==> src/hdl/nvm_ctrl_defs.vh <==
/*
  Constants for the data non-volatile memory access controller: register
  selects, control field positions, reset values and cycle timing.
  Assumes a 20 MHz system clock and inclusion by bare name.
*/
`ifndef NVM_CTRL_DEFS_VH
`define NVM_CTRL_DEFS_VH
// Register selects on the special function register port.
`define SEL_ADDRESS 2'h0
`define SEL_DATA 2'h1
`define SEL_CONTROL 2'h2
// Offset of the control register within bank 1.
`define CONTROL_OFFSET 8'h40
// Bank select value that opens bank 1.
`define BANK_ONE 8'h01
// Control field positions.
`define BIT_RD_START 0
`define BIT_RD_EN 1
`define BIT_WR_START 2
`define BIT_WR_EN 3
`define BIT_RESERVED 7
// Reset values.
`define RST_BYTE 8'h00
`define RST_ADDR 5'h00
// Number of implemented address bits and array depth.
`define ADDR_BITS 5
`define ARRAY_DEPTH 32
// Write cycle length in microseconds and the clock rate in MHz.
`define WRITE_TIME_US 2000
`define CLK_MHZ 20
`define WRITE_CYCLES (`WRITE_TIME_US * `CLK_MHZ)
// Slow timer tick divider: system clocks per tick of the write timer.
`define TICK_DIV 16'd625
// Read cycle length in system clocks.
`define READ_CYCLES 4'h2
`endif

==> src/hdl/nvm_write_timer.v <==
/*
  Write cycle timer for the non-volatile memory controller.
  Counts slow tick enables, standing in for the free-running low-speed
  timer; assumes the owner holds i_start high for one cycle only.
*/
`default_nettype none
module nvm_write_timer #(
  parameter integer TICK_DIV = 625,
  parameter integer TICKS = 64
) (
  input wire i_mclk,
  input wire i_arst_n,
  input wire i_start,
  output reg o_done
);
  // System clock divider producing the slow tick enable.
  reg [15:0] div_cnt;
  // Remaining ticks of the cycle in progress.
  reg [15:0] tick_cnt;
  // High while a cycle is being timed.
  reg busy;
  wire tick = (div_cnt == 16'h0000);

  // Free running divider, independent of the write requests.
  always @(posedge i_mclk or negedge i_arst_n) begin
    if (!i_arst_n) begin
      div_cnt <= 16'h0000;
    end else if (tick) begin
      div_cnt <= TICK_DIV[15:0] - 16'h0001;
    end else begin
      div_cnt <= div_cnt - 16'h0001;
    end
  end

  // Tick counter; done pulses one cycle when the count runs out.
  always @(posedge i_mclk or negedge i_arst_n) begin
    if (!i_arst_n) begin
      busy <= 1'b0;
      tick_cnt <= 16'h0000;
      o_done <= 1'b0;
    end else begin
      o_done <= 1'b0;
      if (i_start) begin
        busy <= 1'b1;
        tick_cnt <= TICKS[15:0];
      end else if (busy && tick) begin
        if (tick_cnt <= 16'h0001) begin
          // Final tick closes the cycle.
          busy <= 1'b0;
          tick_cnt <= 16'h0000;
          o_done <= 1'b1;
        end else begin
          tick_cnt <= tick_cnt - 16'h0001;
        end
      end
    end
  end
endmodule
`default_nettype wire

==> src/hdl/nvm_access_ctrl.v <==
/*
  Data non-volatile memory access controller: address, data and control
  registers, a 32 byte array, read and write sequencing and the write
  completion request. Assumes a CPU register port with a select and a write
  strobe, with the register read mux kept here, and that the CPU handles interrupt vectoring.
*/
`default_nettype none
`include "nvm_ctrl_defs.vh"
module nvm_access_ctrl #(
  parameter integer WRITE_TICKS = `WRITE_CYCLES / `TICK_DIV,
  parameter integer TICK_DIV = `TICK_DIV
) (
  input wire i_mclk,
  input wire i_arst_n,
  // Register select, write strobe and write data from the CPU.
  input wire [1:0] i_sel,
  input wire i_wr,
  input wire [7:0] i_wdata,
  // Current memory_pointer_one and bank_select, qualifying control access.
  input wire [7:0] i_memory_pointer_one,
  input wire [7:0] i_bank_select,
  // Interrupt context from the CPU.
  input wire i_nvm_done_irq_enable,
  input wire i_global_irq_enable,
  input wire i_stack_full,
  input wire i_irq_service,
  input wire i_flag_wr,
  input wire i_flag_wdata,
  // Register read back.
  output reg [7:0] o_rdata,
  output wire o_nvm_done_irq_flag,
  output wire o_irq_request,
  output wire o_clear_global_irq_enable
);
  // Registers visible to the CPU.
  reg [`ADDR_BITS-1:0] nvm_address_reg;
  reg [7:0] nvm_data_reg;
  reg reserved_top_bit;
  reg write_enable_bit;
  reg read_enable_bit;
  reg wr_start;
  reg rd_start;
  reg nvm_done_irq_flag;
  // Read cycle countdown.
  reg [3:0] rd_cnt;
  reg rd_busy;
  // Write cycle latch of address and data.
  reg [`ADDR_BITS-1:0] wr_addr;
  reg [7:0] wr_data;
  // Start pulse to the timer and its completion pulse.
  reg wr_launch;
  wire wr_done;
  // The byte array itself.
  reg [7:0] array_mem [0:`ARRAY_DEPTH-1];
  // Access qualifiers.
  wire ctrl_sel;
  wire ctrl_wr;
  wire data_wr;
  wire addr_wr;
  wire rd_finish;

  // Control is decoded only through bank one at the control offset.
  assign ctrl_sel = (i_sel == `SEL_CONTROL) && (i_memory_pointer_one == `CONTROL_OFFSET)
                    && (i_bank_select == `BANK_ONE);
  assign ctrl_wr = i_wr && ctrl_sel;
  assign data_wr = i_wr && (i_sel == `SEL_DATA);
  assign addr_wr = i_wr && (i_sel == `SEL_ADDRESS);
  assign rd_finish = rd_busy && (rd_cnt == 4'h1);

  // Write timer, running off its own slow tick.
  nvm_write_timer #(
    .TICK_DIV(TICK_DIV),
    .TICKS(WRITE_TICKS)
  ) u_timer (
    .i_mclk(i_mclk),
    .i_arst_n(i_arst_n),
    .i_start(wr_launch),
    .o_done(wr_done)
  );

  // Address register: only five bits exist.
  always @(posedge i_mclk or negedge i_arst_n) begin
    if (!i_arst_n) begin
      nvm_address_reg <= `RST_ADDR;
    end else if (addr_wr) begin
      nvm_address_reg <= i_wdata[`ADDR_BITS-1:0];
    end
  end

  // Data register: CPU writes, and read results at the end of a read.
  always @(posedge i_mclk or negedge i_arst_n) begin
    if (!i_arst_n) begin
      nvm_data_reg <= `RST_BYTE;
    end else if (rd_finish) begin
      nvm_data_reg <= array_mem[nvm_address_reg];
    end else if (data_wr) begin
      nvm_data_reg <= i_wdata;
    end
  end

  // Control register with self-clearing start bits.
  always @(posedge i_mclk or negedge i_arst_n) begin
    if (!i_arst_n) begin
      reserved_top_bit <= 1'b0;
      write_enable_bit <= 1'b0;
      read_enable_bit <= 1'b0;
      wr_start <= 1'b0;
      rd_start <= 1'b0;
      wr_launch <= 1'b0;
      rd_busy <= 1'b0;
      rd_cnt <= 4'h0;
      wr_addr <= `RST_ADDR;
      wr_data <= `RST_BYTE;
    end else begin
      wr_launch <= 1'b0;
      if (ctrl_wr) begin
        reserved_top_bit <= i_wdata[`BIT_RESERVED];
        write_enable_bit <= i_wdata[`BIT_WR_EN];
        read_enable_bit <= i_wdata[`BIT_RD_EN];
        // Write start is taken only with the enable already set.
        if (i_wdata[`BIT_WR_START] && write_enable_bit && !wr_start && !rd_busy) begin
          wr_start <= 1'b1;
          wr_launch <= 1'b1;
          wr_addr <= nvm_address_reg;
          wr_data <= nvm_data_reg;
        end
        // Read start is taken only with the enable already set.
        if (i_wdata[`BIT_RD_START] && read_enable_bit && !rd_start && !wr_start) begin
          rd_start <= 1'b1;
          rd_busy <= 1'b1;
          rd_cnt <= `READ_CYCLES;
        end
      end
      // Read cycle countdown; start bit clears when the byte lands.
      if (rd_busy) begin
        rd_cnt <= rd_cnt - 4'h1;
        if (rd_finish) begin
          rd_busy <= 1'b0;
          rd_start <= 1'b0;
        end
      end
      // Write completion from the timer clears the start bit.
      if (wr_done) begin
        wr_start <= 1'b0;
      end
    end
  end

  // Array update only at the end of a write cycle.
  always @(posedge i_mclk) begin
    if (wr_done) begin
      array_mem[wr_addr] <= wr_data;
    end
  end

  // Completion request flag: set at write end wins over any clear.
  always @(posedge i_mclk or negedge i_arst_n) begin
    if (!i_arst_n) begin
      nvm_done_irq_flag <= 1'b0;
    end else if (wr_done) begin
      nvm_done_irq_flag <= 1'b1;
    end else if (i_irq_service) begin
      nvm_done_irq_flag <= 1'b0;
    end else if (i_flag_wr) begin
      nvm_done_irq_flag <= i_flag_wdata;
    end
  end

  assign o_nvm_done_irq_flag = nvm_done_irq_flag;
  // Vector request when enabled, globally enabled and stack has room.
  assign o_irq_request = nvm_done_irq_flag && i_nvm_done_irq_enable
                         && i_global_irq_enable && !i_stack_full;
  // Servicing also drops the global enable.
  assign o_clear_global_irq_enable = i_irq_service;

  // Register read back, registered; unimplemented bits read zero.
  always @(posedge i_mclk or negedge i_arst_n) begin
    if (!i_arst_n) begin
      o_rdata <= `RST_BYTE;
    end else begin
      case (i_sel)
        `SEL_ADDRESS: o_rdata <= {3'h0, nvm_address_reg};
        `SEL_DATA: o_rdata <= nvm_data_reg;
        `SEL_CONTROL: begin
          if (ctrl_sel) begin
            o_rdata <= {reserved_top_bit, 3'h0, write_enable_bit, wr_start,
                        read_enable_bit, rd_start};
          end else begin
            o_rdata <= `RST_BYTE;
          end
        end
        default: o_rdata <= `RST_BYTE;
      endcase
    end
  end
endmodule
`default_nettype wire

==> config.mk <==
export PLATFORM = sky130hd
export DESIGN_NAME = nvm_access_ctrl
export DESIGN_NICKNAME = d
export VERILOG_FILES = /design/src/hdl/nvm_write_timer.v /design/src/hdl/nvm_access_ctrl.v
export VERILOG_INCLUDE_DIRS = /design/src /design/src/hdl
export SDC_FILE = /design/constraint.sdc
export NUM_CORES = 1
export LEC_CHECK = 0
export ABC_CLOCK_PERIOD_IN_PS = 3300
export BUFFER_PORTS_ARGS = -buffer_cell sky130_fd_sc_hd__buf_2
export CAP_MARGIN = 30
export CORE_UTILIZATION = 55
export CTS_CLUSTER_SIZE = 14
export DETAILED_ROUTE_END_ITERATION = 7
export GPL_TIMING_DRIVEN = 1
export MAX_ROUTING_LAYER = met4
export PLACE_DENSITY_LB_ADDON = 0.2
export SLEW_MARGIN = 20
export SYNTH_ARGS = -nofsm -noshare
export SYNTH_HDL_FRONTEND = slang
export SYNTH_SLANG_ARGS = --single-unit
==> constraint.sdc <==
create_clock -name i_mclk -period 3.3 [get_ports i_mclk]
set_clock_uncertainty 0.2 [all_clocks]
set_input_delay 0.66 -clock i_mclk [delete_from_list [all_inputs] [get_ports i_mclk]]
set_output_delay 0.66 -clock i_mclk [all_outputs]
set_load 0.01 [all_outputs]
==> results of run 1 <==
-- per-stage QoR --
step                instance area [um2]  setup WS, ns  hold slack [ns]  utilization  cells
floorplan                         13900         0.722            0.164            -    850
global placement                  14500         0.536            0.260        0.592   1196
detailed placement                14600         0.455            0.281        0.594   1198
CTS                               15700         0.492            0.149        0.640   1259
global route                      15800         0.289            0.173        0.643   1264
finish                            15800         0.406            0.153        0.643   1264
-- critical path: cells and delay by family, from the launching register on --
family             cells  cell delay [ns]
DFF                    1             0.39
AOI/OAI and AO/OA      2             0.89
and+or+nand+nor        3             1.27
-- area by class of cell --
type                            instances  share of cell area
Inverter                                9             0.00214
Multi-Input combinational cell        461               0.254
Clock inverter                         17              0.0102
Antenna cell                            1            0.000159
Timing Repair Buffer                   72              0.0322
Clock buffer                           44              0.0610
Tap cell                              324              0.0257
Sequential cell                       336               0.615
-- per-layer routing --
metal | global-route usage | up-vias
met4 | 0.0849 | 0
met1 | 0.332 | 3940
met3 | 0.0591 | 73
met5 | - | -
li1 | - | 3485
met2 | 0.373 | 356
-- cell usage in the layout (no fill, tap or decap), types with 7 or more instances in the layout --
| cell | count |
|---|---|
| mux2_2 | 24 |
| o211ai_1 | 8 |
| inv_1 | 9 |
| nand3_1 | 9 |
| or4_1 | 8 |
| clkbuf_16 | 37 |
| buf_2 | 44 |
| nand2_1 | 33 |
| buf_4 | 21 |
| a311oi_1 | 8 |
| nor3_1 | 8 |
| mux4_2 | 42 |
| nor2_1 | 78 |
| xnor2_1 | 7 |
| dfrtp_1 | 77 |
| edfxtp_1 | 256 |
| mux2i_1 | 66 |
| o21ai_0 | 28 |
| nor2b_1 | 7 |
| nand3b_1 | 8 |
-- cell families after synthesis --
group	count (synthesis)
fa+ha+maj	6
buf+inv	53
flops	336
xor+xnor	12
mux	132
compound gates	108
simple gates	203
-- path summary, 6_finish.rpt --
kind                                         startpoint                         endpoint  slack, ns  depth (start not counted)
max                        u_timer.div_cnt[7]$_DFF_PN0_  u_timer.tick_cnt[4]$_DFFE_PN0P_       0.41                          5
min                                       i_irq_service  o_nvm_done_irq_flag$_DFFE_PN0P_       0.15                          2
max reg2reg                u_timer.div_cnt[7]$_DFF_PN0_  u_timer.tick_cnt[4]$_DFFE_PN0P_       0.41                          5
min reg2reg                u_timer.div_cnt[0]$_DFF_PN0_     u_timer.div_cnt[0]$_DFF_PN0_       0.29                          1
max in group asynchronous                      i_arst_n   nvm_address_reg[1]$_DFFE_PN0P_       1.89                          3
min in group asynchronous                      i_arst_n  u_timer.tick_cnt[0]$_DFFE_PN0P_       0.39                          2
-- power by group through the flow --
stage / registers [mW] / logic, mW / clock network, mW
detailed placement: 4.78 / 0.556 / 0
floorplan: 4.66 / 0.453 / 0
global placement: 4.78 / 0.549 / 0
CTS: 4.69 / 0.556 / 3.89
finish: 4.69 / 0.559 / 3.83
global route: 4.70 / 0.599 / 4.04
-- what timing repair did --
item / CTS / global route
hold endpoints to repair: 0 / 22
setup endpoints to repair: 0 / 0
hold buffers: 0 / 1
==> impl_metrics.toml, run 1 <==
[yosys]
post_synth_fa_ha_maj_area_fraction = 0.00539
yosys.cell_types.count = 69
synth_simple_gate_area_frac = 0.0831
yosys_warnings = 0
yosys.area_share.xor_xnor = 0.00755
synth_area_um2 = 13900
synth_common_cells = "256 x edfxtp_1, 80 x dfrtp_1, 78 x nor2_1, 66 x mux2i_1, 42 x mux4_2"
ys_seq_area_frac = 0.696
synthCells = 850
synth_nets = 891
synth_compound_area_frac = 0.0563
synth_mux_area_frac = 0.135
synth.avg_cell_area_um2 = 16.4
ys_ff_latch = 336
synth_top_area_share = 0.552
synth_top_family_by_area = "multiplexers"
synth_area_leader_cell = "edfxtp_1"
synth.most_common_cell = "edfxtp_1"
synth_top_flop_cell = "edfxtp_1"
ys_async_sr_fraction = 0.238
synth-edff-count = 256
synthTopCellsByArea = "edfxtp_1 55%, dfrtp_1 14%, mux4_2 6.8%"

[layout]
multi_input_area_um2 = 4000
regArea_um2 = 9700
largestRegisters = "array_mem x256, u_timer.div_cnt x16, u_timer.tick_cnt x16"
regMostFlops = "array_mem"
syn_to_final_growth_pct = 13.3
fillers = 1720
largest_register_ffs = 256
nets = 956
drive_gt1_frac = 0.222

[worst_setup_path]
slowest_stage = "o311ai_0"
worstPathRequired_ns = 3.45
startpoint_type = "register"
max_stage_delay_ns = 0.72
path_max_fanout = 12
crit_type = "register to register"
cp_cell_sequence = "or4_4 > nor2_8 > nand4_1 > o311ai_0 > o41ai_2"
end_kind = "register"
worst_ep_arrival_time_ns = 3.05

[routing]
drt-met1-wl_mm = 12.8
viasPerCell = 6.21
wl_met2_mm = 14.2
dr.pass1.iters = 5
ant_nets = 0
drt-initial-drc-count = 839
met3_length_mm = 2.48
wl_per_cell_um = 24.1
post-route-drc-count = 0
vias = 7854
top_layer = "met4"
wl_mm = 30.4

[sta]
rsz0062_at_grt = "no"
maxSlewHeadroom = 0.356
max_slew.worst_pin.slew_ns = 0.966
finalSetupViolCount = 0
setup-tns-final_ns = 0
finalCriticalPeriod_ns = 2.89
max_freq_mhz = 346
finalHoldViolCount = 0
finalCritPeriodShare = 0.877
drv_slew = 0

[power_and_ir_drop]
clkPwrFrac = 0.422
internal-power_mw = 7.13
power_switching_share = 0.215
seq_power_share = 0.517
power_density_nw_per_um2 = 576
p_comb_frac = 0.062
total_power_mw = 9.08
power_leakage_nw = 6.38
power.switching_mw = 1.96
ir_drop_mv = 0.444

[grt]
grt-ovfl-total = 0
grt_usage = 0.247
grt_antenna_before_repair = 1
grt_max_degree = 81
grt_pass1_wl_mm = 45.8
grt_pass1_vias = 7713

[clock_network]
clk_latency_ns = 0.51
root_buffer = "clkbuf_16"
clk_pin_slew_ns = 0.06
cts_buffers = 35
ctsResizeCount = 0
post_cts_buffers = 0
cts_tree = "yes"
ctsHtreeMaxLevel = 2
clock_path_buffers = 3
cts_sinks = 336

[floorplan]
io_pins = 46
initial_utilization = 0.567
die_y_um = 161
rows = 57
fp.dieW_um = 161
core_area_um2 = 24500
dieArea_um2 = 25900

[status]
status = "finished, final reports clean"

[placement]
routabilityCongestion = 0.932
dpl.hpwl_mm = 19.4
io_buffers = 45

[worst_hold_path]
hold_path_class = "primary input to register"

[job]
drv_cap = 0
Power figures use the tool's default switching activity.
==> run 2: changes to the inputs <==
ABC_AREA = 1   (was default)
ABC_CLOCK_PERIOD_IN_PS = 2900   (was 3300)
SETUP_SLACK_MARGIN = 0.15   (was default)
clock period = 2.9 ns   (was 3.3 ns; I/O delays follow)
==> run 2 against run 1 <==
Highest routed layer unchanged. Largest cell class unchanged. Via count up 32%. Combinational power up 120%. Count of clock-buffer cells in the layout up 5. Critical endpoint is now nvm_data_reg[1]$_DFFE_PN0P_. Critical path type unchanged. Hold slack worse by 0.089 ns. Register-to-register slack better by 0.22 ns. Maximum frequency up 27%. Wire length up 14%. Power up 21%. Flip-flop and latch count unchanged. Sequential share of layout area down 3.1 points.
==> impl_metrics.toml, run 2 <==
[grt]
grt_pass1_vias = 9877
gr-usage-met1 = 0.342
grt_max_degree = 70
grt_antenna_before_repair = 0
met3_usage = 0.0321
grt_pass1_wl_mm = 53.8
grt_busiest_layer = "met2"
grt_util_met2 = 0.458
grt_usage = 0.271
grt-ovfl-total = 0

[yosys]
synth_compound_area_frac = 0.0291
yosys.area_share.xor_xnor = 0.0133
ys_ff_latch = 336
ys_async_sr_fraction = 0.238
synth-edff-count = 256
synth_simple_gate_area_frac = 0.246
synth_common_cells = "467 x nand2_1, 256 x edfxtp_1, 222 x nand3_1, 119 x nor2_1, 80 x dfrtp_1"
synth_top_flop_cell = "edfxtp_1"
synth_top_family_by_area = "simple AND/OR/NAND/NOR gates"
synth_top_area_share = 0.529
synth_area_um2 = 14500
synth.most_common_cell = "nand2_1"
synth_mux_area_frac = 0
synthCells = 1415
yosys_warnings = 0
synth_nets = 1456
yosys.cell_types.count = 37
synthTopCellsByArea = "edfxtp_1 53%, dfrtp_1 14%, nand2_1 12%"
synth.avg_cell_area_um2 = 10.3
ys_seq_area_frac = 0.667
post_synth_fa_ha_maj_area_fraction = 0.00517
synth_area_leader_cell = "edfxtp_1"

[floorplan]
initial_utilization = 0.559
io_pins = 46
dieArea_um2 = 27100
rows = 59
fp.dieW_um = 164
core_area_um2 = 26000
die_y_um = 164

[power_and_ir_drop]
total_power_mw = 11.0
power_density_nw_per_um2 = 661
ir_drop_mv = 0.528
power_leakage_nw = 6.78

[placement]
dp_slack_ns = 0.748
dpl.hpwl_mm = 22.3
io_buffers = 45
placed_area_um2 = 15400
routabilityCongestion = 0.897

[worst_setup_path]
reg2reg_to = "nvm_data_reg[1]$_DFFE_PN0P_"
cp-startpoint = "nvm_address_reg[2]$_DFFE_PN0P_"
reg2reg_slack_ns = 0.62
end_kind = "register"
worst_ep_arrival_time_ns = 2.53
worstPathRequired_ns = 3.15
startpoint_type = "register"
path_max_fanout = 18
r2r-start = "nvm_address_reg[2]$_DFFE_PN0P_"
crit_type = "register to register"
endpoint = "nvm_data_reg[1]$_DFFE_PN0P_"
worst_r2r_path_depth = 7

[clock_network]
ctsResizeCount = 0
clk_latency_ns = 0.52
cts_buffers = 36
cts_tree = "yes"
clk_pin_slew_ns = 0.06
clock_path_buffers = 3
root_buffer = "clkbuf_16"
cts_sinks = 336
ctsHtreeMaxLevel = 2

[layout]
nets = 1534
layout_commonest_cell = "nand2_1"
stdcell_area_um2 = 16600
syn_to_final_growth_pct = 14.2
regMostFlops = "array_mem"
largest_register_ffs = 256
multi_input_area_um2 = 4260
fillers = 2012
antenna_cells = 0
final_cell_mix = "467 x nand2_1, 256 x edfxtp_1, 222 x nand3_1"
regArea_um2 = 9690
largestRegisters = "array_mem x256, u_timer.div_cnt x16, u_timer.tick_cnt x16"
drive_gt1_frac = 0.121

[sta]
rsz0062_at_grt = "no"
max_freq_mhz = 439
max_slew.worst_pin.slew_ns = 0.787
finalCriticalPeriod_ns = 2.28
finalCritPeriodShare = 0.786
setup-tns-final_ns = 0
finalHoldViolCount = 0
drv_slew = 0
fin_ws_ns = 0.622
maxSlewHeadroom = 0.475
finalSetupViolCount = 0

[job]
drv_cap = 0

[routing]
ant_nets = 0
dr.pass1.iters = 5
wl_mm = 34.6
vias = 10300
drt-initial-drc-count = 1111
wl_per_cell_um = 18.7
post-route-drc-count = 0
viasPerCell = 5.57

[status]
status = "finished, final reports clean"

[worst_hold_path]
hold_path_class = "primary input to register"
==> run 2: cell type report <==
type                            instances  share of cell area
Sequential cell                       336               0.585
Multi-Input combinational cell        951               0.257
Clock buffer                           49              0.0604
Timing Repair Buffer                  103              0.0475
Tap cell                              335              0.0253
Inverter                               65              0.0149
Clock inverter                         17              0.0105
==> run 2: how the worst min path moves through the flow <==
stage	from	endpoint	depth (start not counted)
finish	i_irq_service	o_nvm_done_irq_flag$_DFFE_PN0P_	2
global route	i_irq_service	o_nvm_done_irq_flag$_DFFE_PN0P_	2
CTS	i_irq_service	o_nvm_done_irq_flag$_DFFE_PN0P_	2
detailed placement	u_timer.div_cnt[0]$_DFF_PN0_	u_timer.div_cnt[0]$_DFF_PN0_	1
global placement	u_timer.div_cnt[0]$_DFF_PN0_	u_timer.div_cnt[0]$_DFF_PN0_	1
floorplan	i_arst_n	nvm_address_reg[0]$_DFFE_PN0P_	0
==> run 2: repair_timing <==
item	in CTS	in global routing
buffers inserted	0	0
hold buffers	1	0
hold endpoints to repair	35	0
==> run 2: cells by family after synthesis <==
| family | Yosys count |
|---|---|
| simple gates | 848 |
| flops | 336 |
| buf+inv | 128 |
| compound gates | 75 |
| xor+xnor | 22 |
| fa+ha+maj | 6 |
==> run 2: metal layers <==
| layer | part of all wire | vias to the layer above |
|---|---|---|
| li1 | - | 4962 |
| met5 | 0 | - |
| met2 | 0.51 | 353 |
| met4 | 0.027 | 0 |
| met3 | 0.051 | 65 |
| met1 | 0.41 | 4955 |
==> run 2: metrics by stage <==
step / hold slack, ns / util / instances
finish: 0.0641 / 0.638 / 1856
global route: 0.0782 / 0.638 / 1856
detailed placement: 0.219 / 0.593 / 1789
global placement: 0.216 / 0.589 / 1786
CTS: 0.0506 / 0.638 / 1856
floorplan: 0.0844 / - / 1415
==> run 2: critical path: stages (launching register included) <==
cell and delay (ns):
dfrtp_1 0.39, clkinv_1 0.57, buf_4 0.45, nand2_1 0.09, nand3_1 0.13, nand3_1 0.13
nand3_1 0.10, a21oi_1 0.14
==> run 2: where the power goes <==
group	internal [mW]	leakage [nW]	total, mW	switching [mW]
combinational	0.374	3.39	1.23	0.858
clock	2.70	0.575	4.51	1.81
sequential	5.17	2.82	5.22	0.0510
